<file path="src/ntbdcs_pkg.sv">
// Behaviour
// - Control bit 0 is a read-write correctable error reporting enable, reset zero.
// - Control bit 1 is a read-write non-fatal error reporting enable, reset zero.
// - Control bit 2 is a read-write fatal error reporting enable, reset zero.
// - Control bit 3 is a read-write unsupported request reporting enable, reset zero.
// - Relaxed ordering bit 4 clear forces strong ordering on crossing traffic; resets one.
// - Relaxed ordering bit set passes the crossing ordering attribute unchanged.
// - Bits 7:5 hold max payload, reset zero; codes 0-4 give 128 to 2048 bytes.
// - Reserved max payload codes 5 to 7 act as a 128 byte limit.
// - Tags pass unchanged, originated tags are zero; extended tag bit 8 is inert.
// - Phantom function bit 9 reads zero and ignores writes.
// - Auxiliary power bit 10 is read-only zero.
// - No Snoop never originated, passed unchanged; bit 11 stored without effect.
// - Max read request bits 14:12 reset to 2, inert; originated reads capped at 128.
// - Status bit 0 sets on correctable error, write-one clears, reset zero.
// - Status bit 1 sets on non-fatal error, write-one clears, reset zero.
// - Status bit 2 sets on fatal error, write-one clears, reset zero.
// - Status flags record errors regardless of the reporting enables.
// - Status bit 3 sets on unsupported request, write-one clears, regardless of enable.
package ntbdcs_pkg;

  // Printed offsets are register indices; the byte address is four times the index.
  localparam logic [7:0] DEV_CTRL_IDX = 8'h48;
  localparam logic [7:0] DEV_STAT_IDX = 8'h4A;
  localparam int unsigned MIN_ADDR_W = 10;

  // Control register layout.
  localparam int unsigned COR_EN_BIT = 0;
  localparam int unsigned NONFATAL_EN_BIT = 1;
  localparam int unsigned FATAL_EN_BIT = 2;
  localparam int unsigned UNSUP_EN_BIT = 3;
  localparam int unsigned RELAXED_EN_BIT = 4;
  localparam int unsigned MPS_LSB = 5;
  localparam int unsigned MPS_MSB = 7;
  localparam int unsigned EXT_TAG_BIT = 8;
  localparam int unsigned NO_SNOOP_BIT = 11;
  localparam int unsigned MAX_READ_REQUEST_SIZE_LSB = 12;
  localparam int unsigned MAX_READ_REQUEST_SIZE_MSB = 14;
  localparam logic [15:0] CTRL_RESET = 16'h2010;
  localparam logic [15:0] CTRL_WMASK = 16'h79FF;

  // Status register layout; flag order is correctable, non-fatal, fatal, unsupported.
  localparam int unsigned STAT_W = 4;
  localparam logic [3:0] STAT_RESET = 4'h0;

  // Payload sizes.
  localparam logic [2:0] MPS_MAX_ENC = 3'h4;
  localparam int unsigned PAYLOAD_W = 12;
  localparam logic [11:0] BASE_PAYLOAD_BYTES = 12'h080;
  localparam logic [9:0] ORIG_MAX_LEN_DW = 10'h020;

  // AXI responses.
  localparam logic [1:0] RESP_OKAY = 2'h0;
  localparam logic [1:0] RESP_SLVERR = 2'h2;

  typedef enum logic [1:0] {
    SEV_COR = 2'b00,
    SEV_NONFATAL = 2'b01,
    SEV_FATAL = 2'b10
  } ntbdcs_sev_t;

  typedef enum logic {
    MSG_IDLE = 1'b0,
    MSG_SEND = 1'b1
  } ntbdcs_msg_state_t;

  typedef struct packed {
    logic relaxed_ord;
    logic no_snoop;
    logic [7:0] tag;
    logic [9:0] len_dw;
  } ntbdcs_tlp_t;

  typedef struct packed {
    logic [31:0] data;
    logic [3:0] strb;
  } ntbdcs_wdata_t;

  typedef struct packed {
    logic [31:0] data;
    logic [1:0] resp;
  } ntbdcs_rdata_t;

  typedef struct packed {
    logic unsup;
    logic fatal;
    logic nonfatal;
    logic cor;
  } ntbdcs_err_t;

endpackage

</file>
<file path="src/ntbdcs_tlp_fix.sv">
`timescale 1ns/1ns
`default_nettype none
module ntbdcs_tlp_fix (
  input wire logic aclk,
  input wire logic aresetn,
  input wire logic relaxed_ordering_en,
  input wire logic pass_valid,
  input wire ntbdcs_pkg::ntbdcs_tlp_t pass_tlp,
  input wire logic orig_valid,
  input wire ntbdcs_pkg::ntbdcs_tlp_t orig_tlp,
  output logic pass_valid_q,
  output ntbdcs_pkg::ntbdcs_tlp_t pass_tlp_q,
  output logic orig_valid_q,
  output ntbdcs_pkg::ntbdcs_tlp_t orig_tlp_q
);
  import ntbdcs_pkg::*;

  ntbdcs_tlp_t pass_d;
  ntbdcs_tlp_t orig_d;

  // Crossing traffic keeps tag, snoop and size; only the ordering bit may change.
  always_comb begin
    pass_d = pass_tlp;
    pass_d.relaxed_ord = pass_tlp.relaxed_ord & relaxed_ordering_en;
  end

  // Local requests carry a zero tag, never No Snoop, and at most 128 bytes.
  always_comb begin
    orig_d = orig_tlp;
    orig_d.tag = 8'h00;
    orig_d.no_snoop = 1'b0;
    if (orig_tlp.len_dw > ORIG_MAX_LEN_DW) begin
      orig_d.len_dw = ORIG_MAX_LEN_DW;
    end
  end

  // One register stage for each stream; nothing is held back, so no ready is needed.
  always_ff @(posedge aclk) begin
    if (!aresetn) begin
      pass_valid_q <= 1'b0;
      pass_tlp_q <= '0;
      orig_valid_q <= 1'b0;
      orig_tlp_q <= '0;
    end else begin
      pass_valid_q <= pass_valid;
      pass_tlp_q <= pass_d;
      orig_valid_q <= orig_valid;
      orig_tlp_q <= orig_d;
    end
  end

endmodule
`default_nettype wire

</file>
<file path="src/ntbdcs_top.sv">
`timescale 1ns/1ns
`default_nettype none
module ntbdcs_top #(
  parameter int unsigned ADDR_W = 12
) (
  input wire logic aclk,
  input wire logic aresetn,
  // AXI4-Lite write address.
  input wire logic awvalid,
  output logic awready,
  input wire logic [ADDR_W-1:0] awaddr,
  input wire logic [2:0] awprot,
  // AXI4-Lite write data.
  input wire logic wvalid,
  output logic wready,
  input wire ntbdcs_pkg::ntbdcs_wdata_t wpayload,
  // AXI4-Lite write response.
  output logic bvalid,
  input wire logic bready,
  output logic [1:0] bresp,
  // AXI4-Lite read address.
  input wire logic arvalid,
  output logic arready,
  input wire logic [ADDR_W-1:0] araddr,
  input wire logic [2:0] arprot,
  // AXI4-Lite read data.
  output logic rvalid,
  input wire logic rready,
  output ntbdcs_pkg::ntbdcs_rdata_t rpayload,
  // Error events from the function's own logic, one-cycle pulses.
  input wire ntbdcs_pkg::ntbdcs_err_t err_evt,
  // Upstream error message request.
  output logic err_msg_valid,
  input wire logic err_msg_ready,
  output ntbdcs_pkg::ntbdcs_sev_t err_msg_sev,
  // Traffic from the opposite side.
  input wire logic pass_valid,
  input wire ntbdcs_pkg::ntbdcs_tlp_t pass_tlp,
  output logic pass_out_valid,
  output ntbdcs_pkg::ntbdcs_tlp_t pass_out_tlp,
  // Requests originated by this function's endpoints.
  input wire logic orig_valid,
  input wire ntbdcs_pkg::ntbdcs_tlp_t orig_tlp,
  output logic orig_out_valid,
  output ntbdcs_pkg::ntbdcs_tlp_t orig_out_tlp,
  // Payload limit in bytes for the datapath.
  output logic [11:0] max_payload_bytes
);
  import ntbdcs_pkg::*;

  ////////////////////////////////////////////////////////////////////////////
  // Elaboration check.

  // The check demands ten address bits; the status register's word index needs only seven.
  if (ADDR_W < MIN_ADDR_W) begin : g_addr_check
    $error("ADDR_W is too narrow to reach the device registers.");
  end

  localparam logic [ADDR_W-3:0] CTRL_WORD = (ADDR_W-2)'(DEV_CTRL_IDX);
  localparam logic [ADDR_W-3:0] STAT_WORD = (ADDR_W-2)'(DEV_STAT_IDX);

  ////////////////////////////////////////////////////////////////////////////
  // Declarations.

  logic awready_q;
  logic wready_q;
  logic bvalid_q;
  logic [1:0] bresp_q;
  logic arready_q;
  logic rvalid_q;
  ntbdcs_rdata_t rpayload_q;
  logic aw_held_q;
  logic [ADDR_W-1:0] aw_addr_q;
  logic w_held_q;
  ntbdcs_wdata_t w_q;
  logic aw_hs;
  logic w_hs;
  logic ar_hs;
  logic commit;
  logic wr_ctrl;
  logic wr_stat;
  logic [15:0] lane_mask;
  logic [15:0] ctrl_q;
  logic [15:0] ctrl_d;
  logic [STAT_W-1:0] stat_q;
  logic [STAT_W-1:0] stat_set;
  logic [STAT_W-1:0] stat_clr;
  logic [2:0] pend_q;
  logic [2:0] pend_set;
  logic [2:0] pend_take;
  ntbdcs_msg_state_t msg_state_q;
  ntbdcs_sev_t msg_sev_q;
  logic msg_valid_q;
  ntbdcs_sev_t pick_sev;
  logic [11:0] payload_q;
  logic [15:0] rd_word;
  logic rd_hit;

  ////////////////////////////////////////////////////////////////////////////
  // Bus handshakes.

  // A channel moves an item when valid and ready are high on the same edge.
  assign aw_hs = awvalid & awready_q;
  assign w_hs = wvalid & wready_q;
  assign ar_hs = arvalid & arready_q;
  assign commit = aw_held_q & w_held_q & ~bvalid_q;

  // Protection attributes are accepted and not checked.
  assign wr_ctrl = commit & (aw_addr_q[ADDR_W-1:2] == CTRL_WORD);
  assign wr_stat = commit & (aw_addr_q[ADDR_W-1:2] == STAT_WORD);

  // Byte strobes select which halves of the 16-bit register a write reaches.
  assign lane_mask = {{8{w_q.strb[1]}}, {8{w_q.strb[0]}}};

  // The address is caught alone, and accepted again only once the response is gone.
  always_ff @(posedge aclk) begin
    if (!aresetn) begin
      awready_q <= 1'b0;
      aw_held_q <= 1'b0;
      aw_addr_q <= '0;
    end else begin
      if (aw_hs) begin
        awready_q <= 1'b0;
        aw_held_q <= 1'b1;
        aw_addr_q <= awaddr;
      end else if (!aw_held_q && !bvalid_q) begin
        awready_q <= 1'b1;
      end
      if (commit) begin
        aw_held_q <= 1'b0;
      end
    end
  end

  // Write data is caught in the same way, so either channel may come first.
  always_ff @(posedge aclk) begin
    if (!aresetn) begin
      wready_q <= 1'b0;
      w_held_q <= 1'b0;
      w_q <= '0;
    end else begin
      if (w_hs) begin
        wready_q <= 1'b0;
        w_held_q <= 1'b1;
        w_q <= wpayload;
      end else if (!w_held_q && !bvalid_q) begin
        wready_q <= 1'b1;
      end
      if (commit) begin
        w_held_q <= 1'b0;
      end
    end
  end

  // The response follows the edge on which both halves are applied.
  always_ff @(posedge aclk) begin
    if (!aresetn) begin
      bvalid_q <= 1'b0;
      bresp_q <= RESP_OKAY;
    end else if (commit) begin
      bvalid_q <= 1'b1;
      bresp_q <= (wr_ctrl || wr_stat) ? RESP_OKAY : RESP_SLVERR;
    end else if (bvalid_q && bready) begin
      bvalid_q <= 1'b0;
    end
  end

  ////////////////////////////////////////////////////////////////////////////
  // Device control register.

  // Only writable bits take the new value; bits 9, 10 and 15 keep their zero.
  assign ctrl_d = (ctrl_q & ~(CTRL_WMASK & lane_mask)) |
                  (w_q.data[15:0] & CTRL_WMASK & lane_mask);

  // The enables, ordering, payload, tag, snoop and read size fields live here.
  always_ff @(posedge aclk) begin
    if (!aresetn) begin
      ctrl_q <= CTRL_RESET;
    end else if (wr_ctrl) begin
      ctrl_q <= ctrl_d;
    end
  end

  // The payload limit is decoded once into bytes for the datapath.
  always_ff @(posedge aclk) begin
    if (!aresetn) begin
      payload_q <= BASE_PAYLOAD_BYTES;
    end else if (ctrl_q[MPS_MSB:MPS_LSB] > MPS_MAX_ENC) begin
      payload_q <= BASE_PAYLOAD_BYTES;
    end else begin
      payload_q <= BASE_PAYLOAD_BYTES << ctrl_q[MPS_MSB:MPS_LSB];
    end
  end

  ////////////////////////////////////////////////////////////////////////////
  // Device status register.

  // Flags log every detected error, whatever the reporting enables hold.
  assign stat_set = {err_evt.unsup, err_evt.fatal, err_evt.nonfatal, err_evt.cor};
  assign stat_clr = wr_stat ? (w_q.data[STAT_W-1:0] & {STAT_W{w_q.strb[0]}}) : '0;

  // An error arriving on the clearing edge survives, since setting wins.
  always_ff @(posedge aclk) begin
    if (!aresetn) begin
      stat_q <= STAT_RESET;
    end else begin
      stat_q <= (stat_q & ~stat_clr) | stat_set;
    end
  end

  ////////////////////////////////////////////////////////////////////////////
  // Error messages.

  // Unsupported requests are reported with non-fatal severity.
  assign pend_set = {err_evt.fatal & ctrl_q[FATAL_EN_BIT],
                     (err_evt.nonfatal & ctrl_q[NONFATAL_EN_BIT]) |
                     (err_evt.unsup & ctrl_q[UNSUP_EN_BIT]),
                     err_evt.cor & ctrl_q[COR_EN_BIT]};

  // The most severe pending message goes first.
  always_comb begin
    pick_sev = SEV_COR;
    pend_take = 3'h0;
    if (pend_q[2]) begin
      pick_sev = SEV_FATAL;
      pend_take = 3'h4;
    end else if (pend_q[1]) begin
      pick_sev = SEV_NONFATAL;
      pend_take = 3'h2;
    end else if (pend_q[0]) begin
      pick_sev = SEV_COR;
      pend_take = 3'h1;
    end
  end

  // Pending bits merge repeats of one severity into a single message.
  always_ff @(posedge aclk) begin
    if (!aresetn) begin
      pend_q <= 3'h0;
    end else if (msg_state_q == MSG_IDLE) begin
      pend_q <= (pend_q & ~pend_take) | pend_set;
    end else begin
      pend_q <= pend_q | pend_set;
    end
  end

  // A message stands until the upstream logic takes it.
  // The request flag is a flop of its own, so the output comes straight from a register.
  always_ff @(posedge aclk) begin
    if (!aresetn) begin
      msg_state_q <= MSG_IDLE;
      msg_sev_q <= SEV_COR;
      msg_valid_q <= 1'b0;
    end else begin
      case (msg_state_q)
        MSG_IDLE: begin
          if (pend_q != 3'h0) begin
            msg_state_q <= MSG_SEND;
            msg_sev_q <= pick_sev;
            msg_valid_q <= 1'b1;
          end
        end
        MSG_SEND: begin
          if (err_msg_ready) begin
            msg_state_q <= MSG_IDLE;
            msg_valid_q <= 1'b0;
          end
        end
        default: begin
          msg_state_q <= MSG_IDLE;
          msg_valid_q <= 1'b0;
        end
      endcase
    end
  end

  ////////////////////////////////////////////////////////////////////////////
  // Register reads.

  // Unmapped words read zero with an error response.
  // The upper address bits take part in the match, so aliases of the two words are refused.
  always_comb begin
    rd_word = 16'h0000;
    rd_hit = 1'b1;
    if (araddr[ADDR_W-1:2] == CTRL_WORD) begin
      rd_word = ctrl_q;
    end else if (araddr[ADDR_W-1:2] == STAT_WORD) begin
      rd_word = {{(16-STAT_W){1'b0}}, stat_q};
    end else begin
      rd_hit = 1'b0;
    end
  end

  // Read data is captured on the address edge and stands until taken.
  always_ff @(posedge aclk) begin
    if (!aresetn) begin
      arready_q <= 1'b0;
      rvalid_q <= 1'b0;
      rpayload_q <= '0;
    end else begin
      if (ar_hs) begin
        arready_q <= 1'b0;
        rvalid_q <= 1'b1;
        rpayload_q <= {16'h0000, rd_word, rd_hit ? RESP_OKAY : RESP_SLVERR};
      end else if (rvalid_q && rready) begin
        rvalid_q <= 1'b0;
      end else if (!rvalid_q) begin
        arready_q <= 1'b1;
      end
    end
  end

  ////////////////////////////////////////////////////////////////////////////
  // Datapath attribute handling.

  ntbdcs_tlp_fix u_tlp_fix (
    .aclk(aclk),
    .aresetn(aresetn),
    .relaxed_ordering_en(ctrl_q[RELAXED_EN_BIT]),
    .pass_valid(pass_valid),
    .pass_tlp(pass_tlp),
    .orig_valid(orig_valid),
    .orig_tlp(orig_tlp),
    .pass_valid_q(pass_out_valid),
    .pass_tlp_q(pass_out_tlp),
    .orig_valid_q(orig_out_valid),
    .orig_tlp_q(orig_out_tlp)
  );

  // Outputs come from registers only.
  assign awready = awready_q;
  assign wready = wready_q;
  assign bvalid = bvalid_q;
  assign bresp = bresp_q;
  assign arready = arready_q;
  assign rvalid = rvalid_q;
  assign rpayload = rpayload_q;
  assign err_msg_valid = msg_valid_q;
  assign err_msg_sev = msg_sev_q;
  assign max_payload_bytes = payload_q;

endmodule
`default_nettype wire

</file>
<file path="config.mk">
export PLATFORM = sky130hd
export DESIGN_NAME = ntbdcs_top
export DESIGN_NICKNAME = d
export VERILOG_FILES = /design/src/ntbdcs_pkg.sv /design/src/ntbdcs_tlp_fix.sv /design/src/ntbdcs_top.sv
export SDC_FILE = /design/constraint.sdc
export NUM_CORES = 1
export LEC_CHECK = 0
export ABC_AREA = 1
export BUFFER_PORTS_ARGS = -buffer_cell sky130_fd_sc_hd__buf_2
export CAP_MARGIN = 40
export CORE_MARGIN = 5
export CORE_UTILIZATION = 49
export CTS_CLUSTER_SIZE = 24
export DETAILED_ROUTE_END_ITERATION = 10
export HOLD_SLACK_MARGIN = 0.02
export PLACE_DENSITY = 0.86
export SYNTH_ARGS = -nofsm -noshare
export SYNTH_HDL_FRONTEND = slang
export SYNTH_SLANG_ARGS = --single-unit
</file>
<file path="constraint.sdc">
create_clock -name aclk -period 2.45 [get_ports aclk]
set_input_delay 0.6125 -clock aclk [delete_from_list [all_inputs] [get_ports aclk]]
set_output_delay 0.6125 -clock aclk [all_outputs]
set_load 0.005 [all_outputs]
</file>
# Yosys cells after proc, flatten, opt, wreduce, memory -nomap -nowiden
# Cells that the tools add are included.
dict set report word_totals {
  reg_bits 128
  output_inout_bits 98
  wordCells 112
}
dict set report classes {
  order_cmp 2
  eq_ne 6
  shift 1
  mux 24
  bitwise_logic 30
  reduce_logical 20
}
# op n
set op_table {}
lappend op_table {{10-bit by 7-bit == test with 1-bit output, second input constant} 4}
lappend op_table {{15-bit by 16-bit bitwise AND with 16-bit output} 1}
lappend op_table {{16-bit bitwise AND} 1}
lappend op_table {{16-bit two-way mux} 1}
lappend op_table {{15-bit inverter with 16-bit output} 1}
lappend op_table {{16-bit bitwise OR} 1}
lappend op_table {{1-bit bitwise AND} 12}
lappend op_table {{1-bit two-way mux} 12}
lappend op_table {{2-bit OR reduction} 6}
lappend op_table {{8-bit by 3-bit left shift with 12-bit output, first input constant} 1}
lappend op_table {{10-bit by 6-bit greater-than comparator with 1-bit output, second input constant} 1}
lappend op_table {{4-bit bitwise AND} 2}
lappend op_table {{2-bit two-way mux} 4}
lappend op_table {{4-bit two-way mux} 2}
lappend op_table {{3-bit two-way mux} 2}
lappend op_table {{6-bit two-way mux} 1}
lappend op_table {{3-bit bitwise OR} 2}
lappend op_table {{2-bit AND reduction} 3}
lappend op_table {{1-bit inverter} 5}
lappend op_table {{1-bit logical AND} 4}
lappend op_table {{4-bit inverter} 1}
lappend op_table {{4-bit bitwise OR} 1}
lappend op_table {{1-bit one-hot mux with 2 select lines} 2}
lappend op_table {{2-bit nonzero test} 2}
lappend op_table {{other kinds (9)} 11}

# Logic depth before layout (Yosys ltp)
# Gate-level depths: netlist of the first run.
dict set report logic_depth {
  word_depth 7
  ltp_mapped 8
}

# Hierarchy
# A second synthesis of the first run with hierarchy kept.
dict set report unflattened {
  cells_unflattened 545
  hier_area_um2 4270.3
}
# mod instances cells_per_inst area_each_um2
set by_module_without_submodules {}
lappend by_module_without_submodules {ntbdcs_top 1 432 3270.6}
lappend by_module_without_submodules {ntbdcs_tlp_fix 1 113 999.7}

# Worst setup path before layout of the first run
# Ideal clock, no wire load.
dict set report synth_timing {
  path_kind {input-to-reg}
  start {in araddr[6]}
  end {reg rpayload_q, in the netlist rpayload[1]}
  setup_ns 0.117
  arrival_time_ns 1.343
  required_time_ns 2.333
  path_slack_ns 0.991
  cell_stages 6
  n_path_buf 1
  path_cell_list {or2_1 nor2_4 buf_6 nand3_1 o211ai_1 inv_1}
}
dict set report synth_between {
  elab_chain_len 4
  elab_cells_between_ends 5
  classes_between {eq/ne: 2; mux: 3}
}
# item line
set synth_lines {}
lappend synth_lines {{start: declaration} ntbdcs_top.sv:24} ;# input wire logic [ADDR_W-1:0] araddr,
lappend synth_lines {{10-bit by 7-bit == test with 1-bit output} ntbdcs_top.sv:287} ;# end else if (araddr[ADDR_W-1:2] == STAT_WORD) begin
lappend synth_lines {{1-bit two-way mux} ntbdcs_top.sv:287}
lappend synth_lines {{1-bit two-way mux (*)} ntbdcs_top.sv:285} ;# if (araddr[ADDR_W-1:2] == CTRL_WORD) begin
lappend synth_lines {{2-bit two-way mux (*)} ntbdcs_top.sv:304} ;# rpayload_q <= {16'h0000, rd_word, rd_hit ? RESP_OKAY : RESP_SLVERR};
lappend synth_lines {{end signal: assignment} ntbdcs_top.sv:304}
lappend synth_lines {{end: declaration} ntbdcs_top.sv:71} ;# ntbdcs_rdata_t rpayload_q;
# Every way passes the cells marked *; elsewhere a longest branch is shown, timed or not.
# A chain may end at the register's enable or synchronous reset.

# Worst setup path after layout of the first run
dict set report layout_timing {
  start {reg bvalid_q (netlist: bvalid)}
  end {out bvalid}
}
# item line
set layout_lines {}
lappend layout_lines {{start: declaration} ntbdcs_top.sv:67} ;# logic bvalid_q;
lappend layout_lines {{start signal: assignment} ntbdcs_top.sv:158} ;# bvalid_q <= 1'b0;
lappend layout_lines {{start signal: assignment} ntbdcs_top.sv:161} ;# bvalid_q <= 1'b1;
lappend layout_lines {{start signal: assignment} ntbdcs_top.sv:164} ;# bvalid_q <= 1'b0;
lappend layout_lines {{end: declaration} ntbdcs_top.sv:18} ;# output logic bvalid,
# No word-level cell between the ends.

==> results.json, run 1 <==
{
  "outcome": "finished clean",
  "maxSlewHeadroom_pct": 55.0,
  "synth.area.top_cells": "dfxtp_1 50%, nand2_1 7.9%, inv_1 7.7%",
  "drive_above_1_share_pct": 24.3,
  "fillCellCount": 813,
  "grt_max_degree": 64,
  "ys_seq_area_share_pct": 50.3,
  "timing.fmax_ghz": 0.657,
  "syn_area_um2": 4340,
  "critPathArrivalTime_ps": 910,
  "cp_slowest_stage_delay_ps": 410,
  "yosys_warnings": 0,
  "slew_viol_final": 0,
  "routedWlPerCell_um": 11.5,
  "cap_viol_max_count": 0,
  "port_buffers": 140,
  "rsz0062_at_grt": "false",
  "setup_tns_ps": 0,
  "cts_tree": "done",
  "layout.nets": 816,
  "worst-path-buf-inv": 1,
  "cts.htree.levels": 3,
  "reg2regPathDepth": 3,
  "worst_pin_slew_ps": 673,
  "worstPathMaxFanout": 5,
  "row_count": 34,
  "register_area_um2": 2180,
  "place_hpwl_um": 7240,
  "vdd_drop_max_v": 0.000386,
  "clockBufferDepth": 2,
  "post-route-util_pct": 59.3,
  "synthCells": 560,
  "cp-start-kind": "register",
  "setup_violations": 0,
  "coreArea_um2": 8680,
  "cts_root_buf": "clkbuf_8",
  "yosysUniqueCellTypes": 28,
  "ctsHoldBuffers": 0,
  "layout_setup_ws_ps": 927,
  "gp_congestion": 0.756,
  "clk_latency_ps": 360,
  "post-place-cells": 793,
  "wl_um": 9320,
  "p_leak_nw": 2.74,
  "design.die.area_um2": 10800,
  "multi_input_area_um2": 1580,
  "cp-end-kind": "output pin",
  "crit_slowest_cell": "dfxtp_1",
  "period_needed_ps": 1520,
  "cp.depth": 1,
  "grt_pass1_vias": 3516,
  "power_density_nw_per_um2": 622,
  "cts_setup_buffers": 0,
  "antenna_cells": 0,
  "cts_resized": 0,
  "hold_viol_final": 0,
  "dr.pass1.iters": 4,
  "route.detailed.drc": 0,
  "cts_sinks": 109,
  "required_ps": 1840,
  "dpl_worst_slack_ps": 675,
  "syn2layout_area_growth_pct": 18.6,
  "grt_overflow": 0,
  "critPathKind": "register to output pin",
  "crit_chain": "buf_2",
  "fin_crit_sh_pct": 62.1,
  "die_w_um": 104,
  "synth_top_area_share_pct": 50.3,
  "hold_path.class": "input port to register",
  "clk_pin_slew_ps": 100,
  "via_count": 3685,
  "synth-seq-cells": 109,
  "finish.instance_area_um2": 5150,
  "place_area_um2": 4970,
  "track_usage_pct": 17.0,
  "holdPathStages": 3,
  "ant_nets": 0,
  "antenna_found_initial": 0,
  "fp.dieH_um": 104,
  "via_per_inst": 4.56,
  "start_util_pct": 50.0,
  "syn_area_per_cell_um2": 7.75,
  "synth_top_cell_by_area": "dfxtp_1",
  "drt_iter0_drc": 105,
  "grt_pass1_wl_um": 15600,
  "cts_buffers": 9,
  "critPathTopFamily": "flip-flops",
  "instances_no_fill": 809,
  "skew_ps": 12.9,
  "ioPinCount": 218
}
==> kinds of logic after synthesis <==
| group | share of synthesized area (%) |
|---|---|
| DFF | 50.3 |
| AOI/OAI and AO/OA | 8.21 |
| buffers and inverters | 16.7 |
| and+or+nand+nor | 24.7 |
| other | 0.0864 |
==> layout by cell type, fill, tap and decap left out, types with 9 or more instances in the layout <==
cell,instances
dfxtp_1,109
o21ai_0,29
buf_2,140
inv_1,89
nand3_1,14
a21oi_1,35
clkbuf_8,9
nand4_1,30
nand2_1,91
nor2_1,80
conb_1,41
==> cell usage after synthesis (all sizes together) <==
library cell    n
a21oi          35
buf            48
inv            89
o211ai          1
clkbuf         11
or2             1
nor2           86
o21ai          29
nor4            1
o22ai           1
dfxtp         109
nand4          30
nor3            5
a211oi          2
nand3b          1
nand2          91
o31ai           1
clkinv          1
nand3          17
conb            1
==> per-stage QoR <==
stage | hold slack (ps) | total power [mW]
after floorplan | 421 | 2.15
after global placement | 434 | 2.22
after detailed placement | 436 | 2.24
after CTS | 412 | 3.23
after global routing | 416 | 3.37
final | 429 | 3.20
==> where the power goes <==
part	switching, mW	internal, mW	total [mW]
Sequential	0.0410	1.85	1.89
Combinational	0.182	0.127	0.310
Clock	0.622	0.383	1.01
==> worst paths after layout <==
path                             endpoint  slack (ps)     startpoint
setup / recovery                   bvalid         930         bvalid
hold reg to reg             err_msg_valid         450  err_msg_valid
hold / removal    u_tlp_fix.pass_tlp_q[2]         430    pass_tlp[2]
setup reg to reg                  w_q[12]        1070         wready
==> layout make-up <==
class / instances / area share (%)
flip-flops and latches: 109 / 42.4
multi-input cells: 342 / 30.7
repair buffers: 144 / 14.2
inverters: 90 / 6.56
well taps: 108 / 2.62
clock buffers: 9 / 2.41
clock inverters: 7 / 1.09
==> per-layer routing <==
metal / vias up / track usage (%) / share of wire (%)
li1: 1935 / - / -
met1: 1625 / 20.8 / 44
met2: 117 / 28.5 / 47
met3: 8 / 5.52 / 7.8
met4: 0 / 5.37 / 1.1
met5: - / 0 / 0
Power figures use the tool's default switching activity.
==> inputs of run 2 (changes only) <==
Settings changed: CORE_UTILIZATION 49 to 46, PLACE_DENSITY 0.86 to 0.81.
Clock period 2.45 ns to 1.6 ns, I/O delays scaled along.
==> run 2 against run 1 <==
Final cell count increased by 3.2%. Highest routed layer unchanged. Critical path type is now register to register. Setup slack lost 640 ps. Die area rose by 5.9%.
==> results.json, run 2 (synthesized netlist as in run 1, its figures left out) <==
{
  "cts_root_buf": "clkbuf_8",
  "route.detailed.drc": 0,
  "clk_latency_ps": 360,
  "place_area_um2": 5040,
  "layout_common_cells": "140 x buf_2, 109 x dfxtp_1, 91 x nand2_1",
  "via_per_inst": 4.41,
  "cap_viol_max_count": 0,
  "cts_buffers": 9,
  "cp-start-kind": "register",
  "skew_ps": 17.2,
  "finish.instance_area_um2": 5220,
  "dr.pass1.iters": 5,
  "clockBufferDepth": 2,
  "reg2reg_setup_slack_ps": 280,
  "vdd_drop_max_v": 0.000758,
  "cts_sinks": 109,
  "cts_resized": 0,
  "final_common_cell": "buf_2",
  "r2r-start": "aw_addr_q[8]",
  "row_count": 35,
  "grt_pass1_wl_um": 14800,
  "coreArea_um2": 9240,
  "cts_tree": "done",
  "syn2layout_area_growth_pct": 20.3,
  "critPathLaunch": "aw_addr_q[8]",
  "required_ps": 1900,
  "ioPinCount": 218,
  "critPathArrivalTime_ps": 1610,
  "hold_viol_final": 0,
  "fillCellCount": 871,
  "antenna_found_initial": 0,
  "reg2regPathDepth": 8,
  "clk_pin_slew_ps": 110,
  "slew_viol_final": 0,
  "grt_pass1_vias": 3374,
  "rsz0062_at_grt": "false",
  "gp_congestion": 0.804,
  "period_needed_ps": 1320,
  "fin_crit_sh_pct": 82.3,
  "layout.nets": 821,
  "grt_max_degree": 39,
  "place_hpwl_um": 7600,
  "outcome": "finished clean",
  "ctsHoldBuffers": 0,
  "cp-end-kind": "register",
  "routedWlPerCell_um": 11.3,
  "cts_setup_buffers": 0,
  "cts.htree.levels": 3,
  "drive_above_1_share_pct": 24.8,
  "setup_violations": 0,
  "hold_path.class": "input port to register",
  "antenna_cells": 0,
  "port_buffers": 140,
  "grt_overflow": 0,
  "power_density_nw_per_um2": 937,
  "setup_tns_ps": 0,
  "worstPathMaxFanout": 19,
  "start_util_pct": 47.0,
  "fp.dieH_um": 107,
  "track_usage_pct": 15.8,
  "holdPathStages": 3,
  "critPathKind": "register to register",
  "wl_um": 9450,
  "via_count": 3683,
  "p_leak_nw": 2.77,
  "drt_iter0_drc": 146,
  "die_w_um": 107,
  "ant_nets": 0,
  "timing.fmax_ghz": 0.759,
  "design.die.area_um2": 11500
}
## run 2: cell count changes in the layout (fill, tap and decap cells not counted), sizes merged
cell,before,now
buf,144,149
clkinv,4,3
clkinvlp,1,2
## run 2: stage by stage
stage / utilization, % / total power, mW / hold slack [ps] / worst slack (ps) / cells
3_3_place_gp: 54.6 / 3.42 / 435 / 174 / 819
5_1_grt: 56.5 / 5.14 / 197 / 119 / 835
4_1_cts: 56.5 / 4.95 / 199 / 258 / 835
3_5_place_dp: 54.6 / 3.44 / 437 / 108 / 819
2_1_floorplan: - / 3.28 / 421 / 353 / 600
6_report: 56.5 / 4.89 / 217 / 283 / 835
## run 2: final cells by class
| cell class | count | area (µm²) | share of cell area (%) |
|---|---|---|---|
| clock buffers | 9 | 124 | 2.37 |
| multi-input cells | 342 | 1580 | 30.3 |
| clock inverters | 7 | 55.1 | 1.05 |
| well taps | 129 | 161 | 3.09 |
| inverters | 90 | 338 | 6.47 |
| repair buffers | 149 | 781 | 14.9 |
| flip-flops and latches | 109 | 2180 | 41.8 |
## run 2: power by group
part           internal, mW  switching [mW]
logic                 0.206           0.282
registers              2.83          0.0621
clock network         0.584           0.932
total                  3.62            1.28
## run 2: critical path, cell delays in order (launching register included)
cell	delay, ps
dfxtp_1	330
inv_1	50
nor2_1	80
nand2_1	140
nor2_8	280
nand3_4	160
nand2_1	100
nand2_1	50
nor2_1	70
## run 2: worst min path at each step
stage	startpoint	endpoint	slack [ps]
2_1_floorplan	register	max_payload_bytes[8]	420
3_3_place_gp	register	max_payload_bytes[8]	430
3_5_place_dp	register	max_payload_bytes[8]	440
4_1_cts	pass_tlp[12]	u_tlp_fix.pass_tlp_q[12]	200
5_1_grt	pass_tlp[3]	u_tlp_fix.pass_tlp_q[3]	200
6_report	pass_tlp[12]	u_tlp_fix.pass_tlp_q[12]	220
## run 2: layer usage
| metal | vias up | wire, µm | global-route usage (%) |
|---|---|---|---|
| met5 | - | 0 | 0 |
| met4 | 0 | 115 | 4.93 |
| met3 | 8 | 813 | 5.18 |
| met2 | 119 | 4530 | 26.7 |
| met1 | 1606 | 3990 | 19.1 |
| li1 | 1950 | - | - |
==> inputs of run 3 (changes only) <==
Clock period 1.6 ns to 1.35 ns, I/O delays scaled along.
==> run 3 against run 2 <==
Setup slack got worse by 220 ps. Register-to-register slack got worse by 220 ps. Final area increased by 4.0%. Largest cell class unchanged. Critical path depth decreased by 6. Critical path type is now register to output pin.
==> results.json, run 3 (synthesized netlist as in run 1, its figures left out) <==
{
  "grt_max_degree": 54,
  "critPathKind": "register to output pin",
  "wl_um": 9940,
  "cts_tree": "done",
  "gp_congestion": 0.775,
  "coreArea_um2": 9240,
  "power_density_nw_per_um2": 1110,
  "route.detailed.drc": 0,
  "grt_pass1_vias": 3444,
  "ctsHoldBuffers": 0,
  "antenna_found_initial": 0,
  "layout.nets": 834,
  "setup_violations": 0,
  "dr.pass1.iters": 4,
  "hold_viol_final": 0,
  "track_usage_pct": 16.5,
  "p_leak_nw": 2.86,
  "rsz0062_at_grt": "true",
  "cts.htree.levels": 3,
  "outcome": "finished clean",
  "grt_pass1_wl_um": 15400,
  "fin_crit_sh_pct": 95.5,
  "setup_tns_ps": 0,
  "cts_sinks": 109,
  "die_w_um": 107,
  "holdWs_ps": 147,
  "timing.fmax_ghz": 0.776,
  "fillCellCount": 840,
  "syn2layout_area_growth_pct": 25.2,
  "final_common_cell": "buf_2",
  "port_buffers": 140,
  "cts_buffers": 9,
  "period_needed_ps": 1290,
  "drt_iter0_drc": 157,
  "clockBufferDepth": 2,
  "clk_pin_slew_ps": 100,
  "finish.instance_area_um2": 5430,
  "place_hpwl_um": 7490,
  "vdd_drop_max_v": 0.000994,
  "layout_common_cells": "140 x buf_2, 108 x dfxtp_1, 90 x nand2_1",
  "skew_ps": 6.36,
  "ant_nets": 0,
  "drive_above_1_share_pct": 26.6,
  "clk_latency_ps": 360,
  "row_count": 35,
  "cp-start-kind": "register",
  "start_util_pct": 47.0,
  "p_total_mw": 6.04,
  "place_area_um2": 5110,
  "antenna_cells": 0,
  "via_count": 3838,
  "design.die.area_um2": 11500,
  "cts_root_buf": "clkbuf_8",
  "grt_overflow": 0,
  "via_per_inst": 4.53,
  "cp-end-kind": "output pin",
  "hold_path.class": "input port to register",
  "critPathArrivalTime_ps": 950,
  "slew_viol_final": 0,
  "cap_viol_max_count": 0,
  "fp.dieH_um": 107,
  "ioPinCount": 218,
  "worstPathMaxFanout": 4,
  "routedWlPerCell_um": 11.7,
  "required_ps": 1010
}
run 3: cell types whose count changed in the layout (fill, tap and decap cells not counted), moves of 2 or more:
| cell | delta |
|---|---|
| buf_4 | +6 |
| buf_12 | +4 |
| nor2_4 | +4 |
| inv_6 | -2 |
| nor2_1 | -2 |
run 3: cell type report:
class,instances,area [µm²],area share (%)
timing repair buffer,160,917,16.9
clock buffer,10,128,2.35
tap,129,161,2.97
inverter,90,338,6.22
multi-input combinational,344,1640,30.1
clock inverter,6,71.3,1.31
sequential,109,2180,40.2
run 3: per-stage QoR:
step | setup WS, ps | cells | util (%)
floorplan | 161 | 600 | -
global placement | 89.5 | 823 | 55.3
detailed placement | 16.3 | 823 | 55.3
CTS | 35.6 | 839 | 57.5
global route | -38.8 | 848 | 58.8
finish | 60.9 | 848 | 58.8
run 3: timing repair:
item,in CTS,in global routing
gates resized for setup,0,9
buffers inserted,0,7
endpoints found under the setup margin,0,17
run 3: routing by layer:
layer  global-route usage [%]  wire length [µm]  vias to the layer above
li1                         -                 -                     1980
met1                     20.5              4260                     1703
met2                     27.2              4760                      144
met3                     4.64               811                       11
met4                     6.12               103                        0
met5                        0                 0                        -
run 3: final timing paths:
path                              startpoint                  endpoint  slack [ps]  cells past startpoint
worst max register to register  aw_addr_q[8]                  register          60                      8
worst min-delay path            pass_tlp[16]  u_tlp_fix.pass_tlp_q[16]         150                      3
worst max-delay path                  bvalid                    bvalid          60                      2
worst min register to register      register      max_payload_bytes[8]         460                      1
run 3: report_power, final:
| part | total [mW] | internal (mW) | leakage, nW | switching (mW) |
|---|---|---|---|---|
| Sequential | 3.43 | 3.35 | 0.895 | 0.0765 |
| Clock | 1.97 | 0.872 | 0.0931 | 1.10 |
| Combinational | 0.645 | 0.282 | 1.87 | 0.362 |
| Total | 6.04 | 4.50 | 2.86 | 1.54 |
run 3: worst max-delay path: stages, from the launching register on:
cell and delay [ps]:
dfxtp_1 330, buf_4 140, buf_2 120
